$ cat src/core/pin_function_select_map.svh
// Register offsets, reset values, write masks and pin function maps
`ifndef PIN_FUNCTION_SELECT_MAP_SVH
`define PIN_FUNCTION_SELECT_MAP_SVH

// ---------------------------------------------------------------
// Register offsets (one byte register per address)
// ---------------------------------------------------------------
`define OFF_PORT_D_LOW_PIN_SELECT   4'h0
`define OFF_PORT_D_HIGH_PIN_SELECT  4'h1
`define OFF_PORT_E_LOW_PIN_SELECT   4'h2
`define OFF_PORT_E_HIGH_PIN_SELECT  4'h3
`define OFF_PORT_F_LOW_PIN_SELECT   4'h4
`define OFF_PORT_F_HIGH_PIN_SELECT  4'h5
`define OFF_PORT_G_LOW_PIN_SELECT   4'h6
`define OFF_PORT_G_HIGH_PIN_SELECT  4'h7
`define OFF_CAPTURE_INPUT_SOURCE    4'h8

// ---------------------------------------------------------------
// Reset values and writable bits
// ---------------------------------------------------------------
`define RST_PIN_SELECT              8'h00
`define RST_CAPTURE_INPUT_SOURCE    8'h00
`define WMASK_PIN_SELECT            8'hFF
`define WMASK_PORT_E_LOW            8'hF3
`define WMASK_CAPTURE_SOURCE        8'h3F

// ---------------------------------------------------------------
// Source select bit positions
// ---------------------------------------------------------------
`define BIT_STIMER_SRC              0
`define BIT_PTIMER0_SRC             1
`define BIT_PTIMER1_SRC             2
`define BIT_PTIMER2_SRC             3
`define BIT_PTIMER3_SRC             4
`define BIT_PTIMER4_SRC             5

// ---------------------------------------------------------------
// Field codes and per-pin function maps (bit n = pin n, D..G)
// ---------------------------------------------------------------
`define CODE_ALT_A                  2'h2
`define CODE_ALT_B                  2'h3
`define MAP_TIMER_OUT_ALT_A         32'h00000003
`define MAP_TIMER_OUT_ALT_B         32'h000300E0
`define MAP_ANALOG_ALT_A            32'h00000100
`define MAP_ANALOG_ALT_B            32'hF8003D03
`define MAP_PLAIN_GPIO              32'h07FCC014

`endif

$ cat src/core/pin_function_select_pkg.sv
// Types shared by the pin function selector
package pin_function_select_pkg;

   // Pins of ports D..G, port D in the low byte
   typedef struct packed {
      logic [7:0] g;
      logic [7:0] f;
      logic [7:0] e;
      logic [7:0] d;
   } pin_bus_t;

   // Capture-capable pins of ports A..C
   typedef struct packed {
      logic c0;
      logic b7;
      logic b4;
      logic a5;
      logic a4;
   } aux_pins_t;

   // Capture inputs delivered to the timers
   typedef struct packed {
      logic ptimer4;
      logic ptimer3;
      logic ptimer2;
      logic ptimer1;
      logic ptimer0;
      logic stimer;
   } capture_in_t;

   // Clock, supply and reference functions of the pins
   typedef struct packed {
      logic vref;
      logic ioSupply;
      logic crystalTwo;
      logic crystalOne;
      logic oscTwo;
      logic oscOne;
   } special_fn_t;

endpackage

$ cat src/core/pin_function_select.sv
// Pin function selector for ports D, E, F and G with capture source routing
//
// Overview of operation
// - Port D pin 0: codes 00/01 GPIO plus ptimer2 capture, 10 ptimer2 out, 11 oscillator one.
// - Port D pin 1: codes 00/01 GPIO plus ptimer1 capture, 10 ptimer1 out, 11 oscillator two.
// - Port D pin 2 is always GPIO and ptimer1 external clock.
// - Port D pin 4 is always GPIO and ptimer2 external clock.
// - Port D pin 5: codes 00..10 GPIO plus ptimer0 capture, 11 ptimer0 output.
// - Port D pin 6: codes 00..10 GPIO plus ptimer2 capture, 11 ptimer2 output.
// - Port D pin 7: codes 00..10 GPIO plus ptimer1 capture, 11 ptimer1 output.
// - Port E pin 0: 00/01 GPIO, 10 I/O supply pin, 11 external reference.
// - Port E pin 3: 00..10 GPIO, 11 crystal terminal one.
// - Port E pin 4: 00..10 GPIO, 11 crystal terminal two.
// - Port E pin 2: 00..10 GPIO, 11 analog channel 17.
// - Port E pin 5: 00..10 GPIO, 11 analog channel 16.
// - Port E low select bits 3 and 2 are not stored and read zero.
// - Port E 6-7, port F 2-7, port G 0-2 are always plain GPIO.
// - Port F pins 0 and 1: 00..10 GPIO plus ptimer3 capture, 11 ptimer3 output.
// - Port G pin 3: 00..10 GPIO, 11 analog channel 23.
// - Port G pins 4..7: code 11 gives analog channels 22, 21, 20, 19.
// - Source bit 5 feeds ptimer4 capture from B7 (0) or C0 (1).
// - Source bit 4 feeds ptimer3 capture from F0 (0) or F1 (1).
// - Source bit 2 feeds ptimer1 capture from D7 (0) or D1 (1).
// - Source bit 1 feeds ptimer0 capture from A5 (0) or D5 (1).
// - Source bit 0 feeds standard timer capture from A4 (0) or B4 (1).
`include "pin_function_select_map.svh"
`timescale 1ns/1ps
`default_nettype none

module pin_function_select #(
   parameter int ADDR_W = 4
) (
   // Clock and reset
   input  wire logic                         clk_sys,
   input  wire logic                         rst,
   // Register port
   input  wire logic [ADDR_W-1:0]            regAddr,
   input  wire logic [7:0]                   regWdata,
   input  wire logic                         regWe,
   input  wire logic                         regRe,
   output logic      [7:0]                   regRdata,
   // Pads
   input  wire pin_function_select_pkg::pin_bus_t  padIn,
   input  wire pin_function_select_pkg::aux_pins_t auxPadIn,
   output pin_function_select_pkg::pin_bus_t       padOut,
   output pin_function_select_pkg::pin_bus_t       padOe,
   output pin_function_select_pkg::pin_bus_t       padAnalog,
   // General purpose I/O block
   input  wire pin_function_select_pkg::pin_bus_t  gpioOut,
   input  wire pin_function_select_pkg::pin_bus_t  gpioOe,
   output pin_function_select_pkg::pin_bus_t       gpioIn,
   // Timers
   input  wire logic [3:0]                   ptimerOut,
   output pin_function_select_pkg::capture_in_t    captureIn,
   output logic                              ptimer1ExtClock,
   output logic                              ptimer2ExtClock,
   // Analog and clock functions
   output logic      [23:16]                 analogChanEn,
   output pin_function_select_pkg::special_fn_t    specialFn
);

   // ---------------------------------------------------------------
   // Elaboration check
   // ---------------------------------------------------------------
   if (ADDR_W < 4) begin : g_bad_addr
      $error("ADDR_W must be at least 4");
   end

   localparam int NPIN = 32;
   localparam int NRAW = 37;

   // ---------------------------------------------------------------
   // Registers
   // ---------------------------------------------------------------
   logic [7:0]      selR [0:7];
   logic [7:0]      srcR;
   logic [7:0]      rdataR;
   logic [7:0]      rdMux;
   logic            addrInSel;
   logic            addrIsSrc;

   assign addrInSel = (regAddr < ADDR_W'(8));
   assign addrIsSrc = (regAddr == ADDR_W'(`OFF_CAPTURE_INPUT_SOURCE));

   genvar gi;
   for (gi = 0; gi < 8; gi++) begin : g_sel
      logic        hit;
      logic [7:0]  wmask;
      assign hit   = regWe && (regAddr == ADDR_W'(gi));
      assign wmask = (gi == `OFF_PORT_E_LOW_PIN_SELECT) ? `WMASK_PORT_E_LOW
                                                        : `WMASK_PIN_SELECT;
      always_ff @(posedge clk_sys) begin
         if (rst) begin
            selR[gi] <= `RST_PIN_SELECT;
         end else if (hit) begin
            selR[gi] <= regWdata & wmask;
         end
      end
   end

   always_ff @(posedge clk_sys) begin
      if (rst) begin
         srcR <= `RST_CAPTURE_INPUT_SOURCE;
      end else if (regWe && addrIsSrc) begin
         srcR <= regWdata & `WMASK_CAPTURE_SOURCE;
      end
   end

   // Read data only in the cycle after the strobe, zero elsewhere
   assign rdMux = addrInSel ? selR[regAddr[2:0]] : (addrIsSrc ? srcR : 8'h00);

   always_ff @(posedge clk_sys) begin
      if (rst) begin
         rdataR <= 8'h00;
      end else begin
         rdataR <= regRe ? rdMux : 8'h00;
      end
   end

   assign regRdata = rdataR;

   // ---------------------------------------------------------------
   // Pin input synchronisers
   // ---------------------------------------------------------------
   logic [NRAW-1:0] rawIn;
   logic [NRAW-1:0] syncOne;
   logic [NRAW-1:0] syncTwo;
   logic [NRAW-1:0] syncThree;
   logic [NRAW-1:0] filtR;
   logic [NPIN-1:0] pinV;
   pin_function_select_pkg::aux_pins_t auxV;

   assign rawIn = {auxPadIn, padIn};

   for (gi = 0; gi < NRAW; gi++) begin : g_sync
      always_ff @(posedge clk_sys) begin
         if (rst) begin
            syncOne[gi]   <= 1'b0;
            syncTwo[gi]   <= 1'b0;
            syncThree[gi] <= 1'b0;
            filtR[gi]     <= 1'b0;
         end else begin
            syncOne[gi]   <= rawIn[gi];
            syncTwo[gi]   <= syncOne[gi];
            syncThree[gi] <= syncTwo[gi];
            if (syncTwo[gi] == syncThree[gi]) begin
               filtR[gi] <= syncThree[gi];
            end
         end
      end
   end

   assign pinV = filtR[NPIN-1:0];
   assign auxV = filtR[NRAW-1:NPIN];

   // ---------------------------------------------------------------
   // Per-pin function decode
   // ---------------------------------------------------------------
   function automatic logic [1:0] timerOf(input int n);
      case (n)
         0, 6:    timerOf = 2'd2;
         1, 7:    timerOf = 2'd1;
         16, 17:  timerOf = 2'd3;
         default: timerOf = 2'd0;
      endcase
   endfunction

   logic [1:0]      fieldCode [0:NPIN-1];
   logic [NPIN-1:0] timerSel;
   logic [NPIN-1:0] analogSel;
   logic [NPIN-1:0] captureOk;
   logic [NPIN-1:0] padOutNxt;
   logic [NPIN-1:0] padOeNxt;
   logic [NPIN-1:0] padOutR;
   logic [NPIN-1:0] padOeR;
   logic [NPIN-1:0] padAnalogR;
   logic [NPIN-1:0] gpioInR;
   logic [NPIN-1:0] gpioOutV;
   logic [NPIN-1:0] gpioOeV;

   assign gpioOutV = gpioOut;
   assign gpioOeV  = gpioOe;

   // Pins without entries in the maps stay plain GPIO
   for (gi = 0; gi < NPIN; gi++) begin : g_pin
      logic [31:0] bitSel;
      assign bitSel         = 32'h00000001 << gi;
      assign fieldCode[gi]  = selR[gi / 4][2 * (gi % 4) +: 2];
      assign timerSel[gi]   = ((fieldCode[gi] == `CODE_ALT_A) && |(bitSel & `MAP_TIMER_OUT_ALT_A))
                            | ((fieldCode[gi] == `CODE_ALT_B) && |(bitSel & `MAP_TIMER_OUT_ALT_B));
      assign analogSel[gi]  = ((fieldCode[gi] == `CODE_ALT_A) && |(bitSel & `MAP_ANALOG_ALT_A))
                            | ((fieldCode[gi] == `CODE_ALT_B) && |(bitSel & `MAP_ANALOG_ALT_B));
      assign captureOk[gi]  = ~(timerSel[gi] | analogSel[gi]);
      // Timer drives only when its field is selected
      assign padOutNxt[gi]  = timerSel[gi] ? ptimerOut[timerOf(gi)] : gpioOutV[gi];
      assign padOeNxt[gi]   = timerSel[gi] | (~analogSel[gi] & gpioOeV[gi]);

      always_ff @(posedge clk_sys) begin
         if (rst) begin
            padOutR[gi]    <= 1'b0;
            padOeR[gi]     <= 1'b0;
            padAnalogR[gi] <= 1'b0;
            gpioInR[gi]    <= 1'b0;
         end else begin
            padOutR[gi]    <= padOutNxt[gi];
            padOeR[gi]     <= padOeNxt[gi];
            padAnalogR[gi] <= analogSel[gi];
            gpioInR[gi]    <= pinV[gi] & ~analogSel[gi];
         end
      end
   end

   assign padOut    = padOutR;
   assign padOe     = padOeR;
   assign padAnalog = padAnalogR;
   assign gpioIn    = gpioInR;

   // ---------------------------------------------------------------
   // Capture routing and external clocks
   // ---------------------------------------------------------------
   pin_function_select_pkg::capture_in_t captureNxt;
   pin_function_select_pkg::capture_in_t captureR;
   pin_function_select_pkg::special_fn_t specialNxt;
   pin_function_select_pkg::special_fn_t specialR;
   logic [23:16]    analogNxt;
   logic [23:16]    analogR;
   logic            extClk1R;
   logic            extClk2R;

   assign captureNxt.stimer  = srcR[`BIT_STIMER_SRC] ? auxV.b4 : auxV.a4;
   assign captureNxt.ptimer0 = srcR[`BIT_PTIMER0_SRC] ? (pinV[5] & captureOk[5]) : auxV.a5;
   assign captureNxt.ptimer1 = srcR[`BIT_PTIMER1_SRC] ? (pinV[1] & captureOk[1])
                                                      : (pinV[7] & captureOk[7]);
   assign captureNxt.ptimer2 = srcR[`BIT_PTIMER2_SRC] ? (pinV[0] & captureOk[0])
                                                      : (pinV[6] & captureOk[6]);
   assign captureNxt.ptimer3 = srcR[`BIT_PTIMER3_SRC] ? (pinV[17] & captureOk[17])
                                                      : (pinV[16] & captureOk[16]);
   assign captureNxt.ptimer4 = srcR[`BIT_PTIMER4_SRC] ? auxV.c0 : auxV.b7;

   assign specialNxt.oscOne     = (fieldCode[0] == `CODE_ALT_B);
   assign specialNxt.oscTwo     = (fieldCode[1] == `CODE_ALT_B);
   assign specialNxt.ioSupply   = (fieldCode[8] == `CODE_ALT_A);
   assign specialNxt.vref       = (fieldCode[8] == `CODE_ALT_B);
   assign specialNxt.crystalOne = (fieldCode[11] == `CODE_ALT_B);
   assign specialNxt.crystalTwo = (fieldCode[12] == `CODE_ALT_B);

   assign analogNxt[16] = (fieldCode[13] == `CODE_ALT_B);
   assign analogNxt[17] = (fieldCode[10] == `CODE_ALT_B);
   assign analogNxt[18] = 1'b0;
   assign analogNxt[19] = (fieldCode[31] == `CODE_ALT_B);
   assign analogNxt[20] = (fieldCode[30] == `CODE_ALT_B);
   assign analogNxt[21] = (fieldCode[29] == `CODE_ALT_B);
   assign analogNxt[22] = (fieldCode[28] == `CODE_ALT_B);
   assign analogNxt[23] = (fieldCode[27] == `CODE_ALT_B);

   always_ff @(posedge clk_sys) begin
      if (rst) begin
         captureR <= '0;
         specialR <= '0;
         analogR  <= 8'h00;
         extClk1R <= 1'b0;
         extClk2R <= 1'b0;
      end else begin
         captureR <= captureNxt;
         specialR <= specialNxt;
         analogR  <= analogNxt;
         extClk1R <= pinV[2];
         extClk2R <= pinV[4];
      end
   end

   assign captureIn       = captureR;
   assign specialFn       = specialR;
   assign analogChanEn    = analogR;
   assign ptimer1ExtClock = extClk1R;
   assign ptimer2ExtClock = extClk2R;
endmodule

`default_nettype wire

$ cat config.mk
export PLATFORM = sky130hd
export DESIGN_NAME = pin_function_select
export DESIGN_NICKNAME = d
export VERILOG_FILES = /design/src/core/pin_function_select_pkg.sv /design/src/core/pin_function_select.sv
export VERILOG_INCLUDE_DIRS = /design/src /design/src/core
export SDC_FILE = /design/constraint.sdc
export NUM_CORES = 1
export LEC_CHECK = 0
export CORE_MARGIN = 1
export CORE_UTILIZATION = 40
export DETAILED_ROUTE_END_ITERATION = 10
export DONT_BUFFER_PORTS = 1
export PLACE_DENSITY = 0.57
export REMOVE_ABC_BUFFERS = 1
export SYNTH_ARGS = -nofsm -noshare
export SYNTH_HDL_FRONTEND = slang
export SYNTH_SLANG_ARGS = --single-unit
$ cat constraint.sdc
create_clock -name clk_sys -period 3.8 [get_ports clk_sys]
set_input_delay 0.76 -clock clk_sys [delete_from_list [all_inputs] [get_ports clk_sys]]
set_output_delay 0.76 -clock clk_sys [all_outputs]
set_load 0.01 [all_outputs]
# Word level (Yosys, flattened, before mapping)
# Memories as Yosys holds them, arrays and structs flattened.
# Index checks and enable logic that the tools add are counted.
# op_classes
bitwise_logic	69
mux	49
order_cmp	1
n_eq_ne	65
n_reduce_logical	11
# op_table
cell	n
two-way mux 8 bit	9
== test 2 bit (second input constant)	20
two-way mux 1 bit	39
== test 1 bit	37
bitwise AND 1 bit	31
NOT 1 bit	20
OR 1 bit	18
== test 4 x 3 -> 1 bit (second input constant)	4
logical AND 1 bit	9
== test 4 x 2 -> 1 bit (second input constant)	2
two-way mux 6 bit	1
== test 4 x 1 -> 1 bit (second input constant)	1
== test 4 bit (second input constant)	1
logical NOT 4 bit	1
less-than comparator 4 bit (second input constant)	1
OR reduction 2 bit	1
# word_totals
mem_count	1
out_inout_bits	158
mem_bits_rw	64
regBits	286
word_cells	464
# memory_table
memory	depth	width	read_ports	rd_ports_with_merged_regs	wr	line	text
selR	8	8	8	0	8	pin_function_select.sv:75	logic [7:0] selR [0:7];

# Logic depth before layout (Yosys ltp)
# Gate-level depths: netlist of run 1.
# logic_depth
word_depth	6
ltp_mapped	6
ltp_nobuf	4

# Worst setup path after synthesis of run 1
# Ideal clock, no wire load.
# synth_timing
kind	input port to flip-flop
start	in regWe
end	mem selR[4][0], enable pin
required_ns	3.413
cell_stages	3
setup_time_ns	0.387
slack_ns	1.454
n_path_buf	1
arrival_time_ns	1.960
path_cell_list	clkbuf_1 nand2_4 o31ai_1
# synth_rtl
item	line	text
start: declaration	pin_function_select.sv:39	input wire logic regWe,
end: declaration	pin_function_select.sv:75	

==> metrics.txt, run 1 <==
status=completed; worst setup path start=regAddr[2]; initial antenna violation count=1; Die Wd=170 um; PD cells=601 mW/mm^2; post-CTS setup buffers=0; Yosys top cell area share=0.495; Worst Setup EP=selR[0][1]; clock root buffer=clkbuf_16; RSZ-0062 raised after global routing=false; setup_tns=0 ps; Final Util=0.453; Post-DP Area=0.0114 sq mm; GRT Max-Usage Layer=met2; register area share after synthesis=0.660; Detailed Route WL=21400 um; XOR/XNOR Fraction of Synth Area=0; leak pwr=4.67 nW; max frequency=488 MHz; max-cap viol count=0; CORE AREA=0.0277 sq mm; Final Total Pwr=7.54 mW; IO Port Bufs=0; post-route cell area=0.0125 sq mm; Crit Path Category=input port to register; GR Util met3=0.0590; Die Ht=170 um; met2 usage=0.236; CP Data Required Time=3930 ps; commonest cells after routing, fill and taps aside=dfxtp_1 (278), nor2b_1 (179), and2_1 (81); largest net degree at the start of global routing=252; fraction of layout cells with a size suffix above 1=0.0767; fin worst setup slack=1750 ps; Critical R2R Launch=selR[7][7]; # H-tree levels=2; die area=0.0288 sq mm; switching part of the total=0.207; Synth Area in Adders=0; Num CTS Buffers=37; Congestion Overflow GR=0; post-DR vias/cell=4.66; Final Hold Viols=0; R2R depth=3; Residual DRC=0; Internal Pwr Total=5.98 mW; crit-path cells=nor2_2, nand2_1, o31ai_1; critical path peak fanout=8; R2R Setup Slk=2480 ps; clk_lat worst skew=520 ps; Final Skew=14.1 ps; Worst EP arrival=2180 ps; Mapped Cells=962; clock slew at reported path FFs=60 ps; Max stage delay on crit path=970 ps; Finished Layout Cells=1356; GR Util met1=0.181; crit end category=register; clock power share=0.457; most frequent standard cell in the layout excluding fill and tap cells=dfxtp_1; hold_ws=312 ps; Layout area overhead=11.5%; largest family of logic cells by synthesized area=simple AND/OR/NAND/NOR gates; CTS Buffer Depth=3; Post-CTS Hold Buffers=0; Tmin final=2050 ps; # diodes=0; Pre-antenna DRT Iters=4; initial core utilization=0.406; FF-to-FF End=regRdata[7]; net switching power=1.56 mW; slowest stage cell, crit path=o31ai_1; power share of the sequential group=0.518; Crit. path cell count=3; Compound-Gate Fraction of Synth Area=0.0596; endpoints failing setup=0; worst path bufs/invs=0; Max-slew headroom=0.204; Top Family by Delay on Critical Path=compound AO/OA/AOI/OAI gates; multiplexer area fraction after synthesis=0.0343; Avg Cell Area, Syn=11.7 sq um; final worst path period share=0.539; Yosys cell types=35; TritonCTS clock tree=built; vias in the first global route=6068; flops & latches, synth=340; DP Wirelength=13800 um; Synth Cell Area=0.0113 sq mm; top post-synthesis cells by area=dfxtp_1 (49%), edfxtp_1 (17%), nor2b_1 (10%); Sink Count=340; CTS resizes=0; # rows=61; WL per Instance=15.8 um; # IOs=279; Post-Place Worst Slack=1250 ps; Worst Setup Start Kind=input port; placed cells=1290; Detailed Route Iter0 Violations=362; power share of the combinational group=0.024; final net count=1072; routed via count=6319; number of synthesis warnings=0; area leader, netlist=dfxtp_1; simple-gate share of the synthesized area=0.205; ANT nets after route=0; GRT Util Overall=0.147; worst slew pin tran=1180 ps; Final Wtd Congestion=0.815; Hold WC Path Type=input port to register; first-pass GRT wire length=32800 um; maximum VDD drop=0.347 mV; fin. max-slew vios=0
[per-layer routing]
metal	routed length, um	part of all wire
met5	8	0.00037
met4	471	0.022
met3	2000	0.094
met2	9690	0.45
met1	9190	0.43
[sequential cells by signal (all words and copies together), names as in the netlist]
| name | cells |
|---|---|
| padOe | 32 |
| padOut | 32 |
| syncThree | 37 |
| auxV | 5 |
| gpioIn | 30 |
| ptimer1ExtClock | 1 |
| syncOne | 37 |
| syncTwo | 37 |
| regRdata | 8 |
| padAnalog | 3 |
| analogChanEn | 7 |
| srcR | 6 |
| specialFn | 4 |
| filtR | 32 |
| captureIn | 6 |
| selR | 62 |
| ptimer2ExtClock | 1 |
[cells in the mapped netlist (all sizes together)]
| master | number |
|---|---|
| and2b | 1 |
| mux2i | 16 |
| o21a | 2 |
| conb | 1 |
| a21oi | 64 |
| nor3b | 2 |
| mux4 | 10 |
| o31ai | 2 |
| nor2b | 179 |
| a31oi | 6 |
| nor2 | 17 |
| inv | 1 |
| o211ai | 2 |
| and2 | 81 |
| clkbuf | 22 |
| nor3 | 6 |
| nand2 | 79 |
| o21ai | 43 |
| o22a | 6 |
| edfxtp | 62 |
| nor4 | 1 |
| and3 | 11 |
| nand2b | 4 |
| buf | 50 |
| nand3b | 1 |
| nor4b | 1 |
| nand3 | 14 |
| dfxtp | 278 |
[how the worst min path moves through the flow]
stage / endpoint / slack, ps / startpoint / cells after the start
after floorplan: syncTwo[0] / 410 / syncOne[0] / 1
after global placement: syncTwo[10] / 420 / syncOne[10] / 1
after detailed placement: syncTwo[12] / 420 / syncOne[12] / 1
after CTS: padOut[24] / 290 / rst / 1
after global routing: syncOne[9] / 290 / rst / 1
final: padOut[24] / 310 / rst / 1
[final cells by class]
class	instances	area, sq um
clock inverters	9	78.8
well taps	378	473
repair buffers	2	15.0
flip-flops and latches	340	7430
multi-input cells	569	3440
clock buffers	57	1100
inverters	1	3.75
fillers	2594	15200
[logic make-up (layout without fill, tap and decap cells)]
family          Yosys count  after routing
buf+inv                  73             69
compound gates          125            125
other cells               1             21
flops                   340            340
mux                      26             26
simple gates            397            397
[power by group through the flow]
stage	Sequential, mW	Combinational (mW)	Clock [mW]
final	3.91	0.183	3.45
after CTS	3.91	0.186	3.56
after floorplan	3.96	0.150	0
after global routing	3.92	0.204	3.71
after global placement	3.99	0.182	0
after detailed placement	3.99	0.186	0
[worst reg2reg max path: stages (launching register included)]
cell and delay (ps):
edfxtp_1 430, mux4_2 530, mux2i_1 180, nor3_1 60
(Power assumes the default switching activity.)
==> run 2, diff against run 1 <==
==> constraint.sdc (replaced) <==
create_clock -name clk_sys -period 2 [get_ports clk_sys]
set_input_delay 0.4 -clock clk_sys [delete_from_list [all_inputs] [get_ports clk_sys]]
set_output_delay 0.4 -clock clk_sys [all_outputs]
set_load 0.01 [all_outputs]
==> run 2 against run 1 <==
  * Critical path type is now register to output port
  * Core utilization increased by 3.2 points
  * Sequential share of layout area is 3.9 points lower
  * Cell area is 7.0% higher
  * Sequential power increased by 90%
  * Critical endpoint is now analogChanEn[21]
==> metrics.txt, run 2 (synthesis gave the netlist of run 1 again) <==
CTS Buffer Depth=3; crit end category=output port; fin worst setup slack=638 ps; footprint of the multi-input gates=0.00344 sq mm; max reg flops=62; worst slew pin tran=783 ps; WHS Endpoint=padOe[17]; routed via count=6704; Hold WC Path Type=input port to register; PD cells=1080 mW/mm^2; max-cap viol count=0; fill cell count=2512; vias in the first global route=6389; Final Skew=7.94 ps; TritonCTS clock tree=built; R2R depth=3; critical path peak fanout=2; hold_ws=23.3 ps; Post-Place Worst Slack=413 ps; # IOs=279; endpoints failing setup=0; commonest cells after routing, fill and taps aside=dfxtp_1 (278), nor2b_1 (179), and2_1 (81); DP Wirelength=13800 um; Congestion Overflow GR=0; clock root buffer=clkbuf_16; WHS Path Cells=2; ANT nets after route=0; Sequential Area=0.00743 sq mm; Worst EP arrival=960 ps; first-pass GRT wire length=35300 um; die area=0.0288 sq mm; # rows=61; GRT Util Overall=0.162; initial antenna violation count=1; fin. max-slew vios=0; leak pwr=5.19 nW; WL per Instance=16.4 um; Detailed Route WL=23600 um; # H-tree levels=2; setup_tns=0 ps; Critical R2R Launch=selR[7][7]; hold_sp=gpioOe[17]; Post-DP Area=0.0114 sq mm; Layout area overhead=19.3%; Final Hold Viols=0; fraction of layout cells with a size suffix above 1=0.0856; most frequent standard cell in the layout excluding fill and tap cells=dfxtp_1; RSZ-0062 raised after global routing=false; post-DR vias/cell=4.65; CORE AREA=0.0277 sq mm; Worst Setup Start Kind=register; Top reg by flops=selR; final net count=1158; Pre-antenna DRT Iters=4; Detailed Route Iter0 Violations=287; FF-to-FF End=regRdata[7]; Num CTS Buffers=36; Max-slew headroom=0.476; Die Ht=170 um; CTS resizes=0; Sink Count=340; R2R Setup Slk=690 ps; Tmin final=1360 ps; initial core utilization=0.406; largest net degree at the start of global routing=87; IO Port Bufs=0; clock slew at reported path FFs=60 ps; status=completed; clk_lat worst skew=500 ps; final worst path period share=0.681; CP Data Required Time=1600 ps; max frequency=734 MHz; maximum VDD drop=0.807 mV; Crit Path Category=register to output port; post-route cell area=0.0134 sq mm; Residual DRC=0; Die Wd=170 um; Final Wtd Congestion=0.817
## run 2: report_power, final
group,switching [mW],leakage [nW],internal (mW)
clock network,2.62,0.593,3.91
logic,0.250,1.73,0.265
registers,0.186,2.87,7.24
total,3.06,5.19,11.4
## run 2: timing repair
item | CTS | global route
setup endpoints to repair | 0 | 0
hold buffers | 78 | 0
endpoints found under the hold margin | 158 | 0
buffers inserted | 0 | 0
## run 2: per-stage QoR
stage	power (mW)	std cells	util
finish	14.5	1442	0.485
global route	15.0	1442	0.485
CTS	14.7	1441	0.484
detailed placement	7.94	1299	0.413
global placement	7.93	1299	0.413
floorplan	7.80	910	-
## run 2: metal layers
metal	vias to the layer above	share of wire	track usage
li1	3281	-	-
met5	-	0	0
met1	3124	0.42	0.196
met2	257	0.47	0.269
met4	0	0.024	0.0537
met3	42	0.084	0.0536
## run 2: worst max-delay path by stage
stage,slack [ps],cells past startpoint,end,start
6_report,640,0,analogChanEn[21],analogChanEn[21]
5_1_grt,590,0,padAnalog[29],analogChanEn[21]
4_1_cts,610,0,analogChanEn[21],analogChanEn[21]
3_5_place_dp,410,4,selR[3][6],regAddr[2]
3_3_place_gp,440,4,selR[0][1],regAddr[2]
2_1_floorplan,130,3,selR[4][0],regAddr[3]
## run 2: cell type report
type / instances / share of cell area
antenna: 1 / 0.000186
clock buffer: 46 / 0.0768
clock inverter: 18 / 0.0108
inverter: 1 / 0.000280
multi-input combinational: 569 / 0.257
sequential: 340 / 0.553
tap: 378 / 0.0352
timing repair buffer: 89 / 0.0669
==> run 3, diff against run 2 <==
--- a/config.mk
+++ b/config.mk
@@ -10,7 +10,7 @@
 export CORE_UTILIZATION = 40
 export DETAILED_ROUTE_END_ITERATION = 10
 export DONT_BUFFER_PORTS = 1
-export PLACE_DENSITY = 0.57
+export PLACE_DENSITY = 0.59
 export REMOVE_ABC_BUFFERS = 1
 export SYNTH_ARGS = -nofsm -noshare
 export SYNTH_HDL_FRONTEND = slang
==> constraint.sdc (replaced) <==
create_clock -name clk_sys -period 1.1 [get_ports clk_sys]
set_input_delay 0.22 -clock clk_sys [delete_from_list [all_inputs] [get_ports clk_sys]]
set_output_delay 0.22 -clock clk_sys [all_outputs]
set_load 0.01 [all_outputs]
==> run 3 against run 2 <==
  * Total power up 85%
  * Non-clock buffer count up 126
  * The flow now finishes with violations (hold timing, setup timing)
  * Via count up 8.4%
  * Core utilization up 5.1 points
  * Sequential share of layout area down 3.7 points
  * Combinational power rose to 2.5 times the previous value
  * First-iteration DRC count up 40%
  * Worst hold slack worse by 220 ps
  * Highest routed layer is now met5
  * Worst setup slack worse by 830 ps
==> metrics.txt, run 3 (synthesis gave the netlist of run 1 again) <==
Hold WC Path Type=input port to register; Final Hold Viols=78; Top Family by Delay on Critical Path=buffers and inverters; GRT Util Overall=0.168; Final Skew=9.36 ps; most frequent standard cell in the layout excluding fill and tap cells=nor2b_1; failing checks=hold timing, setup timing; fin worst setup slack=-196 ps; final worst path period share=1.18; # rows=61; initial antenna violation count=2; TritonCTS clock tree=built; Die Wd=170 um; commonest cells after routing, fill and taps aside=nor2b_1 (169), dfxtp_2 (145), dlygate4sd3_1 (145); Congestion Overflow GR=0; fin. max-slew vios=0; Tmin final=1300 ps; Worst EP arrival=1710 ps; largest net degree at the start of global routing=252; Num CTS Buffers=37; clk_lat worst skew=500 ps; post-route cell area=0.0148 sq mm; Pre-antenna DRT Iters=7; WL per Instance=15.2 um; final net count=1285; Final Util=0.535; hold_ws=-200 ps; status=finished, violations left; Sink Count=340; CP Data Required Time=1510 ps; Layout area overhead=31.8%; first-pass GRT wire length=37700 um; max reg flops=62; Max stage delay on crit path=650 ps; fill cell count=2408; PD cells=1800 mW/mm^2; worst slew pin tran=620 ps; Die Ht=170 um; clock root buffer=clkbuf_16; CTS Buffer Depth=3; Final Total Pwr=26.7 mW; worst path bufs/invs=3; endpoints failing setup=18; RSZ-0062 raised after global routing=true; CORE AREA=0.0277 sq mm; max frequency=772 MHz; post-DR vias/cell=4.63; max-cap viol count=0; # IOs=279; leak pwr=5.88 nW; slowest stage cell, crit path=dlygate4sd3_1; crit end category=register; die area=0.0288 sq mm; Worst Setup Start Kind=input port; critical path peak fanout=251; Top reg by flops=selR; Detailed Route WL=23900 um; IO Port Bufs=0; clock slew at reported path FFs=60 ps; Max-slew headroom=0.585; routed via count=7269; crit-path cells=inv_1, buf_4, nand2_1, dlygate4sd3_1, a31oi_1; Residual DRC=0; vias in the first global route=7296; Detailed Route Iter0 Violations=402; maximum VDD drop=1.52 mV; Post-DP Area=0.0117 sq mm; fraction of layout cells with a size suffix above 1=0.271; initial core utilization=0.406; ANT nets after route=0; Crit Path Category=input port to register; DP Wirelength=14000 um; Final Wtd Congestion=0.777; # H-tree levels=2
## run 3: what timing repair did
action,4_1_cts,5_1_grt
setup endpoints to repair,108,154
pin swaps,7,9
hold buffers,192,1
hold endpoints to repair,318,140
gates resized for setup,107,94
setup buffers,6,16
## run 3: layer usage
| metal | track usage | wire length (um) | vias up |
|---|---|---|---|
| li1 | - | - | 3536 |
| met1 | 0.205 | 9860 | 3422 |
| met2 | 0.288 | 11600 | 261 |
| met3 | 0.0422 | 1840 | 48 |
| met4 | 0.0529 | 564 | 2 |
| met5 | 0 | 13 | - |
## run 3: through the flow
step	setup WS [ps]	setup TNS [ps]	cells	hold WS (ps)
final	-196	-1340	1569	-200
after global routing	-145	-2070	1569	-231
after CTS	-120	-1340	1602	-219
after floorplan	-591	-35160	910	289
after global placement	-176	-11810	1339	303
after detailed placement	-211	-13070	1339	303
## run 3: report_power, final
part	internal, mW	switching, mW
registers	13.2	0.306
clock network	7.19	4.75
logic	0.801	0.505
## run 3: area by class of cell
class                   instances  area [sq um]  share of cell area
inverters                       1          3.75            0.000253
well taps                     378           473              0.0319
clock inverters                11           114             0.00768
diodes                          1          2.50            0.000169
multi-input cells             569          3510               0.237
clock buffers                  54          1060              0.0718
flip-flops and latches        340          7660               0.517
repair buffers                215          2000               0.135
## run 3: path summary, 6_finish.rpt
| path | cells past startpoint | to | slack (ps) | startpoint |
|---|---|---|---|---|
| max | 5 | regRdata[4] | -200 | rst |
| min | 1 | syncTwo[22] | -200 | rst |
| max reg2reg | 3 | regRdata[6] | -120 | selR[2][6] |
| min reg2reg | 1 | syncTwo[35] | 440 | syncOne[35] |
